`src/core/sdf_regs.svh`:
```
// timing counts, field widths and reset values of the decimation filter
`ifndef SDF_REGS_SVH
`define SDF_REGS_SVH

`define SDF_RATIO_SEL_W 3
`define SDF_RATIO_SEL_RST 3'h3
`define SDF_MCLK_HZ 32'h0131_2D00
`define SDF_MOD_DIV 2
`define SDF_BASE_RATIO 15'h0080
`define SDF_SINC3_MAX_MASK 10'h03FF
`define SDF_FAST_SAMPLES 2'h2
`define SDF_FAST_SHIFT_BASE 5'h17
`define SDF_SINC3_SHIFT_BASE 4'h9
`define SDF_SINC3_SHIFT_STEP 4'h3
`define SDF_SETTLE_128 16'h01B0
`define SDF_SETTLE_256 16'h0330
`define SDF_SETTLE_512 16'h0630
`define SDF_SETTLE_1024 16'h0C30
`define SDF_SETTLE_2048 16'h1830
`define SDF_SETTLE_4096 16'h2830
`define SDF_SETTLE_8192 16'h4830
`define SDF_SETTLE_16384 16'h8830

`endif

```
`src/core/sdf_pkg.sv`:
```
// types shared by the decimation filter files
package sdf_pkg;

	typedef enum logic [1:0] {
		SDF_PATH_FAST = 2'b01,
		SDF_PATH_SINC3 = 2'b10
	} sdf_path_e;

	typedef logic [31:0] sdf_word_t;

endpackage : sdf_pkg

```
`src/core/sdf_buf2.sv`:
```
// small valid/ready buffer between the filter and the sample readout
`timescale 1ns/1ps
module sdf_buf2 #(
	parameter int W = 32,
	parameter int DEPTH = 2
) (
	// clock and reset
	input wire logic clk_i,
	input wire logic rst_n_i,
	// filling side
	input wire logic in_valid_i,
	output logic in_ready_o,
	input wire logic [W-1:0] in_data_i,
	// draining side
	output logic out_valid_o,
	input wire logic out_ready_i,
	output logic [W-1:0] out_data_o
);

	localparam int PW = (DEPTH > 1) ? $clog2(DEPTH) : 1;
	localparam int CW = $clog2(DEPTH + 1);

	logic [W-1:0] mem [DEPTH];
	logic [PW-1:0] wr_ptr;
	logic [PW-1:0] rd_ptr;
	logic [CW-1:0] count;
	logic push;
	logic pop;

	assign in_ready_o = (count != CW'(DEPTH));
	assign out_valid_o = (count != '0);
	assign out_data_o = mem[rd_ptr];
	assign push = in_valid_i && in_ready_o;
	assign pop = out_valid_o && out_ready_i;

	always_ff @(posedge clk_i) begin
		if (push) begin
			mem[wr_ptr] <= in_data_i;
		end
	end

	always_ff @(posedge clk_i or negedge rst_n_i) begin
		if (!rst_n_i) begin
			wr_ptr <= '0;
			rd_ptr <= '0;
			count <= '0;
		end else begin
			if (push) begin
				wr_ptr <= (wr_ptr == PW'(DEPTH - 1)) ? '0 : PW'(wr_ptr + 1'b1);
			end
			if (pop) begin
				rd_ptr <= (rd_ptr == PW'(DEPTH - 1)) ? '0 : PW'(rd_ptr + 1'b1);
			end
			if (push && !pop) begin
				count <= CW'(count + 1'b1);
			end else if (pop && !push) begin
				count <= CW'(count - 1'b1);
			end
		end
	end

endmodule : sdf_buf2

```
`src/core/sdf_decim.sv`:
```
// decimation filter: fast-settling sinc1 start-up path, sinc3 and sinc3 + sinc1 paths
//
// Contract
// - averaging linear-phase sinc low-pass filter
// - one output per ratio modulator samples
// - three-bit select offers eight ratios
// - bitstream feeds sinc3 and fast paths together
// - first samples after reset from fast path
// - after two samples switch to sinc3, stay
// - ratios 128 to 1024: sinc3 full ratio
// - ratios 2048 up: sinc3 at 1024, sinc1 follows
// - trailing sinc1 decimates by ratio over 1024
// - nulls at multiples of output rate
// - restart settling on enable, mux, gain, resync
// - settling times per ratio as tabulated
// - unsettled samples still output, not flagged
// - first ready falling edge after settling settled
// - modulator clock is half main clock
`timescale 1ns/1ps
`include "sdf_regs.svh"
module sdf_decim
	import sdf_pkg::*;
#(
	parameter int BUF_DEPTH = 2
) (
	// clock and reset
	input wire logic clk_i,
	input wire logic rst_n_i,
	// modulator side
	input wire logic mod_bit_i,
	output logic mod_ready_o,
	// configuration
	input wire logic [`SDF_RATIO_SEL_W-1:0] decimation_ratio_select_i,
	input wire logic restart_i,
	// sample readout
	input wire logic sample_accept_i,
	output sdf_word_t sample_o,
	output logic sample_valid_o,
	output logic sample_ready_n_o,
	output logic [15:0] settle_time_o
);

	////////////////////////////////////////////////////////////////////////////
	// modulator rate enable and start-up

	logic mod_phase;
	logic armed;
	logic clear;
	logic step;
	logic buf_in_ready;

	// half of the main clock; stalls while the output buffer is full and while clear is high (a restart or the first clock after reset)
	always_ff @(posedge clk_i or negedge rst_n_i) begin
		if (!rst_n_i) begin
			mod_phase <= 1'b0;
		end else begin
			mod_phase <= ~mod_phase;
		end
	end

	always_ff @(posedge clk_i or negedge rst_n_i) begin
		if (!rst_n_i) begin
			armed <= 1'b0;
		end else begin
			armed <= 1'b1;
		end
	end

	assign clear = restart_i || !armed;
	assign step = mod_phase && buf_in_ready && !clear;

	////////////////////////////////////////////////////////////////////////////
	// ratio selection

	logic [`SDF_RATIO_SEL_W-1:0] ratio_sel;
	logic big_ratio;
	logic [13:0] ovr_mask;
	logic [9:0] s3_mask;
	logic [4:0] fast_shift;
	logic [3:0] s3_shift;
	logic [2:0] tail_shift;

	// latched only at a restart or on the first clock after reset, so a mid-run change cannot tear a period
	always_ff @(posedge clk_i or negedge rst_n_i) begin
		if (!rst_n_i) begin
			ratio_sel <= `SDF_RATIO_SEL_RST;
		end else if (clear) begin
			ratio_sel <= decimation_ratio_select_i;
		end
	end

	assign big_ratio = ratio_sel[2];
	assign ovr_mask = 14'((`SDF_BASE_RATIO << ratio_sel) - 15'h0001);
	assign s3_mask = big_ratio ? `SDF_SINC3_MAX_MASK : ovr_mask[9:0];
	assign fast_shift = 5'(`SDF_FAST_SHIFT_BASE - {2'h0, ratio_sel});
	assign s3_shift = big_ratio ? 4'h0
		: 4'(`SDF_SINC3_SHIFT_BASE - 4'({2'h0, ratio_sel[1:0]} * `SDF_SINC3_SHIFT_STEP));
	assign tail_shift = big_ratio ? 3'({1'b0, ratio_sel[1:0]} + 3'h1) : 3'h0;

	// settling figure in modulator periods for the host to track
	always_ff @(posedge clk_i or negedge rst_n_i) begin
		if (!rst_n_i) begin
			settle_time_o <= `SDF_SETTLE_1024;
		end else begin
			unique case (ratio_sel)
				3'h0: settle_time_o <= `SDF_SETTLE_128;
				3'h1: settle_time_o <= `SDF_SETTLE_256;
				3'h2: settle_time_o <= `SDF_SETTLE_512;
				3'h3: settle_time_o <= `SDF_SETTLE_1024;
				3'h4: settle_time_o <= `SDF_SETTLE_2048;
				3'h5: settle_time_o <= `SDF_SETTLE_4096;
				3'h6: settle_time_o <= `SDF_SETTLE_8192;
				3'h7: settle_time_o <= `SDF_SETTLE_16384;
			endcase
		end
	end

	////////////////////////////////////////////////////////////////////////////
	// decimation phase

	logic [13:0] ovr_cnt;
	logic ovr_end;
	logic s3_strobe;

	// one counter paces all paths so their outputs share a boundary
	always_ff @(posedge clk_i or negedge rst_n_i) begin
		if (!rst_n_i) begin
			ovr_cnt <= 14'h0000;
		end else if (clear) begin
			ovr_cnt <= 14'h0000;
		end else if (step) begin
			ovr_cnt <= (ovr_cnt == ovr_mask) ? 14'h0000 : 14'(ovr_cnt + 14'h0001);
		end
	end

	assign ovr_end = step && (ovr_cnt == ovr_mask);
	assign s3_strobe = step && ((ovr_cnt[9:0] & s3_mask) == s3_mask);

	////////////////////////////////////////////////////////////////////////////
	// sinc3 integrators at the modulator rate

	logic [31:0] integ1;
	logic [31:0] integ2;
	logic [31:0] integ3;

	// wrap-around is harmless: the combs recover the exact difference
	always_ff @(posedge clk_i or negedge rst_n_i) begin
		if (!rst_n_i) begin
			integ1 <= 32'h0000_0000;
			integ2 <= 32'h0000_0000;
			integ3 <= 32'h0000_0000;
		end else if (clear) begin
			integ1 <= 32'h0000_0000;
			integ2 <= 32'h0000_0000;
			integ3 <= 32'h0000_0000;
		end else if (step) begin
			integ1 <= 32'(integ1 + {31'h0, mod_bit_i});
			integ2 <= 32'(integ2 + integ1);
			integ3 <= 32'(integ3 + integ2);
		end
	end

	////////////////////////////////////////////////////////////////////////////
	// sinc3 combs at the sinc3 output rate

	logic [31:0] comb_d1;
	logic [31:0] comb_d2;
	logic [31:0] comb_d3;
	logic [31:0] comb1;
	logic [31:0] comb2;
	logic [31:0] comb3;

	assign comb1 = 32'(integ3 - comb_d1);
	assign comb2 = 32'(comb1 - comb_d2);
	assign comb3 = 32'(comb2 - comb_d3);

	always_ff @(posedge clk_i or negedge rst_n_i) begin
		if (!rst_n_i) begin
			comb_d1 <= 32'h0000_0000;
			comb_d2 <= 32'h0000_0000;
			comb_d3 <= 32'h0000_0000;
		end else if (clear) begin
			comb_d1 <= 32'h0000_0000;
			comb_d2 <= 32'h0000_0000;
			comb_d3 <= 32'h0000_0000;
		end else if (s3_strobe) begin
			comb_d1 <= integ3;
			comb_d2 <= comb1;
			comb_d3 <= comb2;
		end
	end

	////////////////////////////////////////////////////////////////////////////
	// trailing sinc1 for the high ratios

	logic [35:0] tail_acc;
	logic [35:0] tail_sum;

	assign tail_sum = 36'(tail_acc + {4'h0, comb3});

	always_ff @(posedge clk_i or negedge rst_n_i) begin
		if (!rst_n_i) begin
			tail_acc <= 36'h0_0000_0000;
		end else if (clear || ovr_end) begin
			tail_acc <= 36'h0_0000_0000;
		end else if (s3_strobe && big_ratio) begin
			tail_acc <= tail_sum;
		end
	end

	////////////////////////////////////////////////////////////////////////////
	// fast-settling sinc1 path

	logic [14:0] fast_acc;
	logic [14:0] fast_sum;

	assign fast_sum = 15'(fast_acc + {14'h0000, mod_bit_i});

	always_ff @(posedge clk_i or negedge rst_n_i) begin
		if (!rst_n_i) begin
			fast_acc <= 15'h0000;
		end else if (clear || ovr_end) begin
			fast_acc <= 15'h0000;
		end else if (step) begin
			fast_acc <= fast_sum;
		end
	end

	////////////////////////////////////////////////////////////////////////////
	// path selection

	sdf_path_e path;
	logic [1:0] fast_cnt;

	// only a device reset returns to the fast path; a restart just resettles
	always_ff @(posedge clk_i or negedge rst_n_i) begin
		if (!rst_n_i) begin
			path <= SDF_PATH_FAST;
			fast_cnt <= 2'h0;
		end else if (ovr_end) begin
			unique case (path)
				SDF_PATH_FAST: begin
					fast_cnt <= 2'(fast_cnt + 2'h1);
					if (2'(fast_cnt + 2'h1) == `SDF_FAST_SAMPLES) begin
						path <= SDF_PATH_SINC3;
					end
				end
				SDF_PATH_SINC3: begin
					path <= SDF_PATH_SINC3;
				end
				// an upset code falls back to the settled path
				default: begin
					path <= SDF_PATH_SINC3;
				end
			endcase
		end
	end

	////////////////////////////////////////////////////////////////////////////
	// normalisation to a common full scale of 2^30

	sdf_word_t fast_word;
	sdf_word_t s3_word;
	sdf_word_t tail_word;
	sdf_word_t filt_word;
	logic [35:0] tail_shifted;

	assign fast_word = 32'({17'h0_0000, fast_sum} << fast_shift);
	assign s3_word = 32'(comb3 << s3_shift);
	assign tail_shifted = tail_sum >> tail_shift;
	assign tail_word = tail_shifted[31:0];

	always_comb begin
		if (path == SDF_PATH_FAST) begin
			filt_word = fast_word;
		end else if (big_ratio) begin
			filt_word = tail_word;
		end else begin
			filt_word = s3_word;
		end
	end

	////////////////////////////////////////////////////////////////////////////
	// output buffer and readout

	logic buf_out_valid;
	sdf_word_t buf_out_data;
	logic pop;
	logic take;

	// one word every other cycle at most, so each word gets its own falling edge on the ready line
	assign take = sample_accept_i && !sample_valid_o;

	// a full buffer halts the modulator rate so no word is dropped
	sdf_buf2 #(
		.W(32),
		.DEPTH(BUF_DEPTH)
	) u_buf (
		.clk_i(clk_i),
		.rst_n_i(rst_n_i),
		.in_valid_i(ovr_end),
		.in_ready_o(buf_in_ready),
		.in_data_i(filt_word),
		.out_valid_o(buf_out_valid),
		.out_ready_i(take),
		.out_data_o(buf_out_data)
	);

	assign pop = buf_out_valid && take;

	always_ff @(posedge clk_i or negedge rst_n_i) begin
		if (!rst_n_i) begin
			mod_ready_o <= 1'b0;
		end else begin
			mod_ready_o <= buf_in_ready;
		end
	end

	always_ff @(posedge clk_i or negedge rst_n_i) begin
		if (!rst_n_i) begin
			sample_o <= 32'h0000_0000;
		end else if (pop) begin
			sample_o <= buf_out_data;
		end
	end

	always_ff @(posedge clk_i or negedge rst_n_i) begin
		if (!rst_n_i) begin
			sample_valid_o <= 1'b0;
		end else begin
			sample_valid_o <= pop;
		end
	end

	// the ready line idles high and falls once per word
	always_ff @(posedge clk_i or negedge rst_n_i) begin
		if (!rst_n_i) begin
			sample_ready_n_o <= 1'b1;
		end else begin
			sample_ready_n_o <= ~pop;
		end
	end

endmodule : sdf_decim

```
`config.mk`:
```
export PLATFORM = sky130hd
export DESIGN_NAME = sdf_decim
export DESIGN_NICKNAME = d
export VERILOG_FILES = /design/src/core/sdf_pkg.sv /design/src/core/sdf_buf2.sv /design/src/core/sdf_decim.sv
export VERILOG_INCLUDE_DIRS = /design/src /design/src/core
export SDC_FILE = /design/constraint.sdc
export NUM_CORES = 1
export LEC_CHECK = 0
export BUFFER_PORTS_ARGS = -buffer_cell sky130_fd_sc_hd__buf_2
export CAP_MARGIN = 30
export CELL_PAD_IN_SITES_DETAIL_PLACEMENT = 2
export CELL_PAD_IN_SITES_GLOBAL_PLACEMENT = 2
export CORE_ASPECT_RATIO = 1.2
export CORE_MARGIN = 2
export CORE_UTILIZATION = 43
export CTS_CLUSTER_DIAMETER = 50
export DETAILED_ROUTE_END_ITERATION = 7
export GPL_TIMING_DRIVEN = 0
export PLACE_DENSITY = 0.9
export SYNTH_ARGS = -nofsm -noshare
export SYNTH_HDL_FRONTEND = slang
export SYNTH_SLANG_ARGS = --single-unit
export TNS_END_PERCENT = 1
```
`constraint.sdc`:
```
create_clock -name clk_i -period 24.9 [get_ports clk_i]
set_clock_uncertainty 0.1 [all_clocks]
set_input_delay 3.735 -clock clk_i [delete_from_list [all_inputs] [get_ports clk_i]]
set_output_delay 3.735 -clock clk_i [all_outputs]
set_load 0.05 [all_outputs]
```
==> reports/results.tsv, run 1 <==
metric	value	unit
outcome	finished clean	
crit_fanout	9	
cp_top_family	compound AO/OA/AOI/OAI gates	
tightest_slew	1140	ps
worst_slack	12850	ps
slew_headroom	23.7	%
syn_inst	3381	
antenna_found_initial	1	
power.share.clock	52.1	%
criticalPathCategory	flip-flop to flip-flop	
drv_cap	0	
clockBufferDepth	3	
tns	0	ps
syn_area	0.0284	mm²
crit_buf_inv	2	
final_util	48.7	%
p_comb_share	9.8	%
setup.worst_path.end_class	flip-flop	
dp_slack	13330	ps
critical_path.slowest_cell	nor4b_2	
routed_wl	136	mm
rsz0062_at_grt	false	
cts_buffers	57	
fin_crit	12050	ps
synth_top_flop_cell	dfrtp_1	
p_sw	500	µW
peakVddDrop	0.0517	mV
num_rows	103	
holdCritPathClass	flip-flop to flip-flop	
numClockSinks	378	
die_x	239	µm
finalHoldViolCount	0	
fin_nets	3726	
clkTransAtPathRegs	70	ps
overflow	0	
fmax	83.0	MHz
start_util	43.3	%
ctsResizeCount	0	
cts_setup_buffers	0	
leakage	0.0142	µW
drtIter0Drc	1828	
p_per_area	52.3	mW/mm²
grt_pass1_vias	33000	
drcViolationCount	0	
maxSlewViolCount	0	
gp_congestion	0.983	
diodes	0	
finalSetupViolCount	0	
hpwl	93.3	mm
ctsHoldBuffers	0	
die_area	0.0681	mm²
power.internal	1170	µW
syn2layout_area_growth	12.4	%
cp_common_cell	nor2_1	
cts_tree	yes	
grt_pass1_wl	206	mm
async_flop_share	83.1	%
max_stage_delay	970	ps
num_vias	29000	
holdWs	361	ps
numPortBuffers	51	
firstDrtPassIters	5	
cp.arrival	12260	ps
root_buffer	clkbuf_16	
yosys_register_bits	378	
drtAntennaViolNets	0	
die_h	286	µm
fin_cells	4398	
drive_gt1_share	6.44	%
cp.required	25110	ps
yosys_warnings	0	
crit_path_start_kind	flip-flop	
pwr-share-seq	38.0	%
avgViaCountPerCell	6.59	
wl_per_cell	31.0	µm
grt_util_all_layers	39.5	%
yosysUniqueCellTypes	93	
coreArea	0.0656	mm²
synth_edf_count	64	
htree_levels	2	
avgSynthCellArea	8.40	µm²
grt_max_degree	96	
power.share.switching	29.9	%
yosysSeqAreaShare	34.4	%
dpl.cell_count	4287	
worstSkewPairLatency	670	ps
top_level_ports	59	
period_share	48.4	%
cells in the mapped netlist, types with 64 or more instances:
| cell | count | share of area (%) |
|---|---|---|
| edfxtp_1 | 64 | 6.8 |
| a21oi_1 | 286 | 5.0 |
| inv_1 | 160 | 2.1 |
| ha_1 | 203 | 8.9 |
| nand2_1 | 447 | 5.9 |
| mux2i_1 | 91 | 3.2 |
| o31ai_1 | 103 | 2.7 |
| a21o_1 | 98 | 2.6 |
| xnor2_1 | 132 | 4.1 |
| dfrtp_1 | 308 | 27 |
| clkbuf_1 | 148 | 2.0 |
| o21ai_0 | 210 | 3.7 |
| nor3_1 | 67 | 1.2 |
| nand3_1 | 78 | 1.4 |
| nor2_1 | 279 | 3.7 |
| xor2_1 | 85 | 2.6 |
placed cells by master (no fill, tap or decap), drive strengths merged, types with 59 or more instances in the layout:
cell type	instances
clkbuf	216
a21o	98
mux2i	91
o21ai	224
inv	175
a21oi	287
a211oi	59
nor3	68
o31ai	103
xnor2	132
xor2	85
nor2	279
dfrtp	308
buf	88
edfxtp	64
nand3	78
nand2	448
ha	203
final cells by class:
type                            count  area (µm²)
Clock inverter                     42         488
Clock buffer                       66        1510
Sequential cell                   378        9790
Inverter                          164         616
Tap cell                          840        1050
Timing Repair Buffer               63         443
Buffer                            175         698
Fill cell                        7116       33700
Multi-Input combinational cell   2670       17300
registers in the layout (all words and copies together) (netlist names), 2 cells and up:
signal / cells
tail_acc: 36
comb_d2: 32
fast_acc: 15
u_buf.count: 2
ovr_cnt: 14
ratio_sel: 3
sample_o: 32
comb_d3: 32
fast_cnt: 2
integ3: 32
integ2: 32
settle_time_o: 9
u_buf.mem: 64
integ1: 32
comb_d1: 32
path: 2
power by group through the flow:
stage | Combinational (µW) | Sequential [µW] | Clock [µW]
after floorplan | 80.2 | 651 | 0
after global placement | 145 | 647 | 0
after detailed placement | 152 | 647 | 0
after CTS | 156 | 636 | 872
after global routing | 169 | 636 | 893
final | 164 | 636 | 871
kinds of logic after synthesis:
family / count (synthesis) / share of synthesized area, %
compound gates: 1023 / 23.2
xor+xnor: 217 / 6.69
fa+ha+maj: 209 / 9.36
buf+inv: 339 / 4.62
flops: 378 / 34.4
mux: 110 / 4.08
other cells: 2 / 0.0264
simple gates: 1103 / 17.5
routing by layer:
| metal | share of wire [%] | wire [µm] | vias to the layer above | global-route usage [%] |
|---|---|---|---|---|
| met1 | 36 | 48900 | 14900 | 41.4 |
| met2 | 51 | 69500 | 1152 | 71.4 |
| met3 | 4.7 | 6430 | 588 | 5.97 |
| li1 | - | - | 12400 | - |
| met5 | 0.023 | 31 | - | 0 |
| met4 | 8.4 | 11400 | 4 | 29.0 |
final timing paths:
path	startpoint	to	slack (ps)	depth (start not counted)
hold / removal	mod_phase$_DFF_PN0_	mod_phase$_DFF_PN0_	360	1
min in group asynchronous	rst_n_i	tail_acc[14]$_DFFE_PN0P_	2910	1
hold reg to reg	mod_phase$_DFF_PN0_	mod_phase$_DFF_PN0_	360	1
max in group asynchronous	rst_n_i	ovr_cnt[0]$_DFFE_PN0P_	20460	3
setup / recovery	integ3[0]$_DFFE_PN0P_	u_buf.mem[0][31]$_DFFE_PP_	12850	43
setup reg to reg	integ3[0]$_DFFE_PN0P_	u_buf.mem[0][31]$_DFFE_PP_	12850	43
stage by stage:
stage / area, µm² / total power [µW]
2_1_floorplan: 28400 / 731
3_3_place_gp: 29700 / 792
3_5_place_dp: 29900 / 799
4_1_cts: 31900 / 1660
5_1_grt: 31900 / 1700
6_report: 31900 / 1670
Power figures use the tool's default switching activity.
==> run 2: changes to the inputs <==
CORE_UTILIZATION = 36   (was 43)
PLACE_DENSITY = 0.8   (was 0.9)
clock period = 11 ns   (was 24.9 ns; I/O delays follow)
==> reports/results.tsv, run 2 (synthesized netlist as in run 1, its figures left out) <==
metric	value	unit	change
outcome	finished clean		unchanged
holdCritPathClass	flip-flop to flip-flop		unchanged
finalHoldViolCount	0		unchanged
worstSkewPairLatency	670	ps	about the same
min_path_cells	1		unchanged
htree_levels	2		unchanged
holdWs	349	ps	was 361 ps
top_regs	u_buf.mem (64), tail_acc (36)		unchanged
num_vias	26800		was 29000
peakVddDrop	0.119	mV	was 0.0517 mV
clockBufferDepth	3		unchanged
antenna_found_initial	1		unchanged
period_share	94.7	%	was 48.4%
routed_wl	114	mm	was 136 mm
leakage	0.0143	µW	was 0.0142 µW
dp_slack	-306	ps	was 13330 ps
largest_reg_flops	64		unchanged
cts_tree	yes		unchanged
clkTransAtPathRegs	60	ps	was 70 ps
crit_fanout	7		was 9
slew_headroom	30.9	%	was 23.7%
grt_util_all_layers	27.8	%	was 39.5%
grt_pass1_vias	29900		was 33000
power.internal	2680	µW	was 1170 µW
avgViaCountPerCell	5.86		was 6.59
max_stage_delay	480	ps	was 970 ps
grt_pass1_wl	177	mm	was 206 mm
tightest_slew	1010	ps	was 1140 ps
drive_gt1_share	6.75	%	was 6.44%
drv_cap	0		unchanged
cp.required	11340	ps	was 25110 ps
layout_commonest_cell	nand2_1		unchanged
setup.worst_path.end_class	flip-flop		unchanged
drtAntennaViolNets	0		unchanged
die_area	0.0812	mm²	was 0.0681 mm²
die_x	260	µm	was 239 µm
fin_nets	3724		was 3726
reg2regPathDepth	40		was 43
pwr-share-seq	38.7	%	was 38.0%
wl_per_cell	24.8	µm	was 31.0 µm
overflow	0		unchanged
num_rows	112		was 103
hpwl	86.5	mm	was 93.3 mm
die_h	312	µm	was 286 µm
firstDrtPassIters	5		unchanged
worst_slack	580	ps	was 12850 ps
diodes	0		unchanged
ctsHoldBuffers	0		unchanged
critical_path.slowest_cell	dfrtp_1		was nor4b_2
root_buffer	clkbuf_16		unchanged
coreArea	0.0779	mm²	was 0.0656 mm²
finalSetupViolCount	0		unchanged
p_sw	1030	µW	was 500 µW
tns	0	ps	unchanged
criticalPathCategory	flip-flop to flip-flop		unchanged
start_util	36.5	%	was 43.3%
gp_congestion	0.978		was 0.983
maxSlewViolCount	0		unchanged
top_level_ports	59		unchanged
design_power_total	3720	µW	was 1670 µW
cp_common_cell	a21o_1		was nor2_1
fmax	96.0	MHz	was 83.0 MHz
p_per_area	115	mW/mm²	was 52.3 mW/mm²
top_register	u_buf.mem		unchanged
numPortBuffers	51		unchanged
power.share.switching	27.8	%	was 29.9%
p_comb_share	9.4	%	was 9.8%
drtIter0Drc	1286		was 1828
syn2layout_area_growth	13.6	%	was 12.4%
cp.arrival	10760	ps	was 12260 ps
crit_path_start_kind	flip-flop		unchanged
final_cell_mix	447 x nand2_1, 308 x dfrtp_1, 284 x a21oi_1		was 447 x nand2_1, 308 x dfrtp_1, 286 x a21oi_1
final_util	41.4	%	was 48.7%
power.share.clock	51.9	%	was 52.1%
drcViolationCount	0		unchanged
numClockSinks	378		unchanged
nFillCells	8862		was 7116
fin_crit	10420	ps	was 12050 ps
grt_max_degree	109		was 96
cts_buffers	57		unchanged
[run 2: cell count changes in the layout (fill, tap and decap cells not counted), moves of 3 or more]
| cell | change |
|---|---|
| clkbuf_1 | +3 |
| xor2_1 | -4 |
| inv_6 | -6 |
| xnor2_1 | -4 |
| clkinvlp_4 | -4 |
| xor2_2 | +4 |
| xnor2_2 | +4 |
| clkbuf_8 | +4 |
[run 2: stage by stage]
stage | cell area (µm²) | instances
2_1_floorplan | 28400 | 3387
3_3_place_gp | 30000 | 4464
3_5_place_dp | 30100 | 4472
4_1_cts | 32100 | 4577
5_1_grt | 32300 | 4579
6_report | 32300 | 4579
[run 2: final cells by class]
cell class / count / area (µm²) / area share, %
Tap cell: 1026 / 1280 / 3.98
Clock inverter: 30 / 395 / 1.23
Multi-Input combinational cell: 2670 / 17500 / 54.1
Inverter: 164 / 616 / 1.91
Sequential cell: 378 / 9790 / 30.3
Clock buffer: 75 / 1610 / 4.98
Buffer: 174 / 694 / 2.15
Timing Repair Buffer: 62 / 412 / 1.28
[run 2: per-layer routing]
layer / share of wire (%) / GRT usage [%] / up-vias
met3: 2.8 / 3.26 / 253
met4: 5.4 / 14.2 / 0
li1: - / - / 12400
met5: 0 / 0 / -
met1: 39 / 30.8 / 13700
met2: 53 / 51.7 / 489
[run 2: worst paths after layout]
kind / from / to / slack, ps
max: integ3[1]$_DFFE_PN0P_ / u_buf.mem[1][30]$_DFFE_PP_ / 580
min: mod_phase$_DFF_PN0_ / mod_phase$_DFF_PN0_ / 350
max reg2reg: integ3[1]$_DFFE_PN0P_ / u_buf.mem[1][30]$_DFFE_PP_ / 580
min reg2reg: mod_phase$_DFF_PN0_ / mod_phase$_DFF_PN0_ / 350
max in group asynchronous: rst_n_i / path[1]$_DFFE_PN0P_ / 8310
min in group asynchronous: rst_n_i / comb_d2[12]$_DFFE_PN0P_ / 680
[run 2: power by group through the flow]
stage	clock network (µW)	logic [µW]	registers [µW]
detailed placement	0	336	1460
finish	1930	350	1440
global route	2010	368	1440
floorplan	0	181	1470
CTS	1960	341	1440
global placement	0	325	1460
[run 2: critical path, delay by kind of cell, from the launching register on]
family,cells,cell delay (ps)
compound gates,25,5850
fa+ha+maj,4,1390
xor+xnor,3,900
simple gates,5,830
flops,1,480
buf+inv,2,330
mux,1,300
[run 2: repair_timing]
item	CTS	global route
resized for setup	3	19
endpoints found under the hold margin	0	0
pin swaps	0	2
gates cloned	0	0
buffers inserted	0	2
setup endpoints to repair	4	20
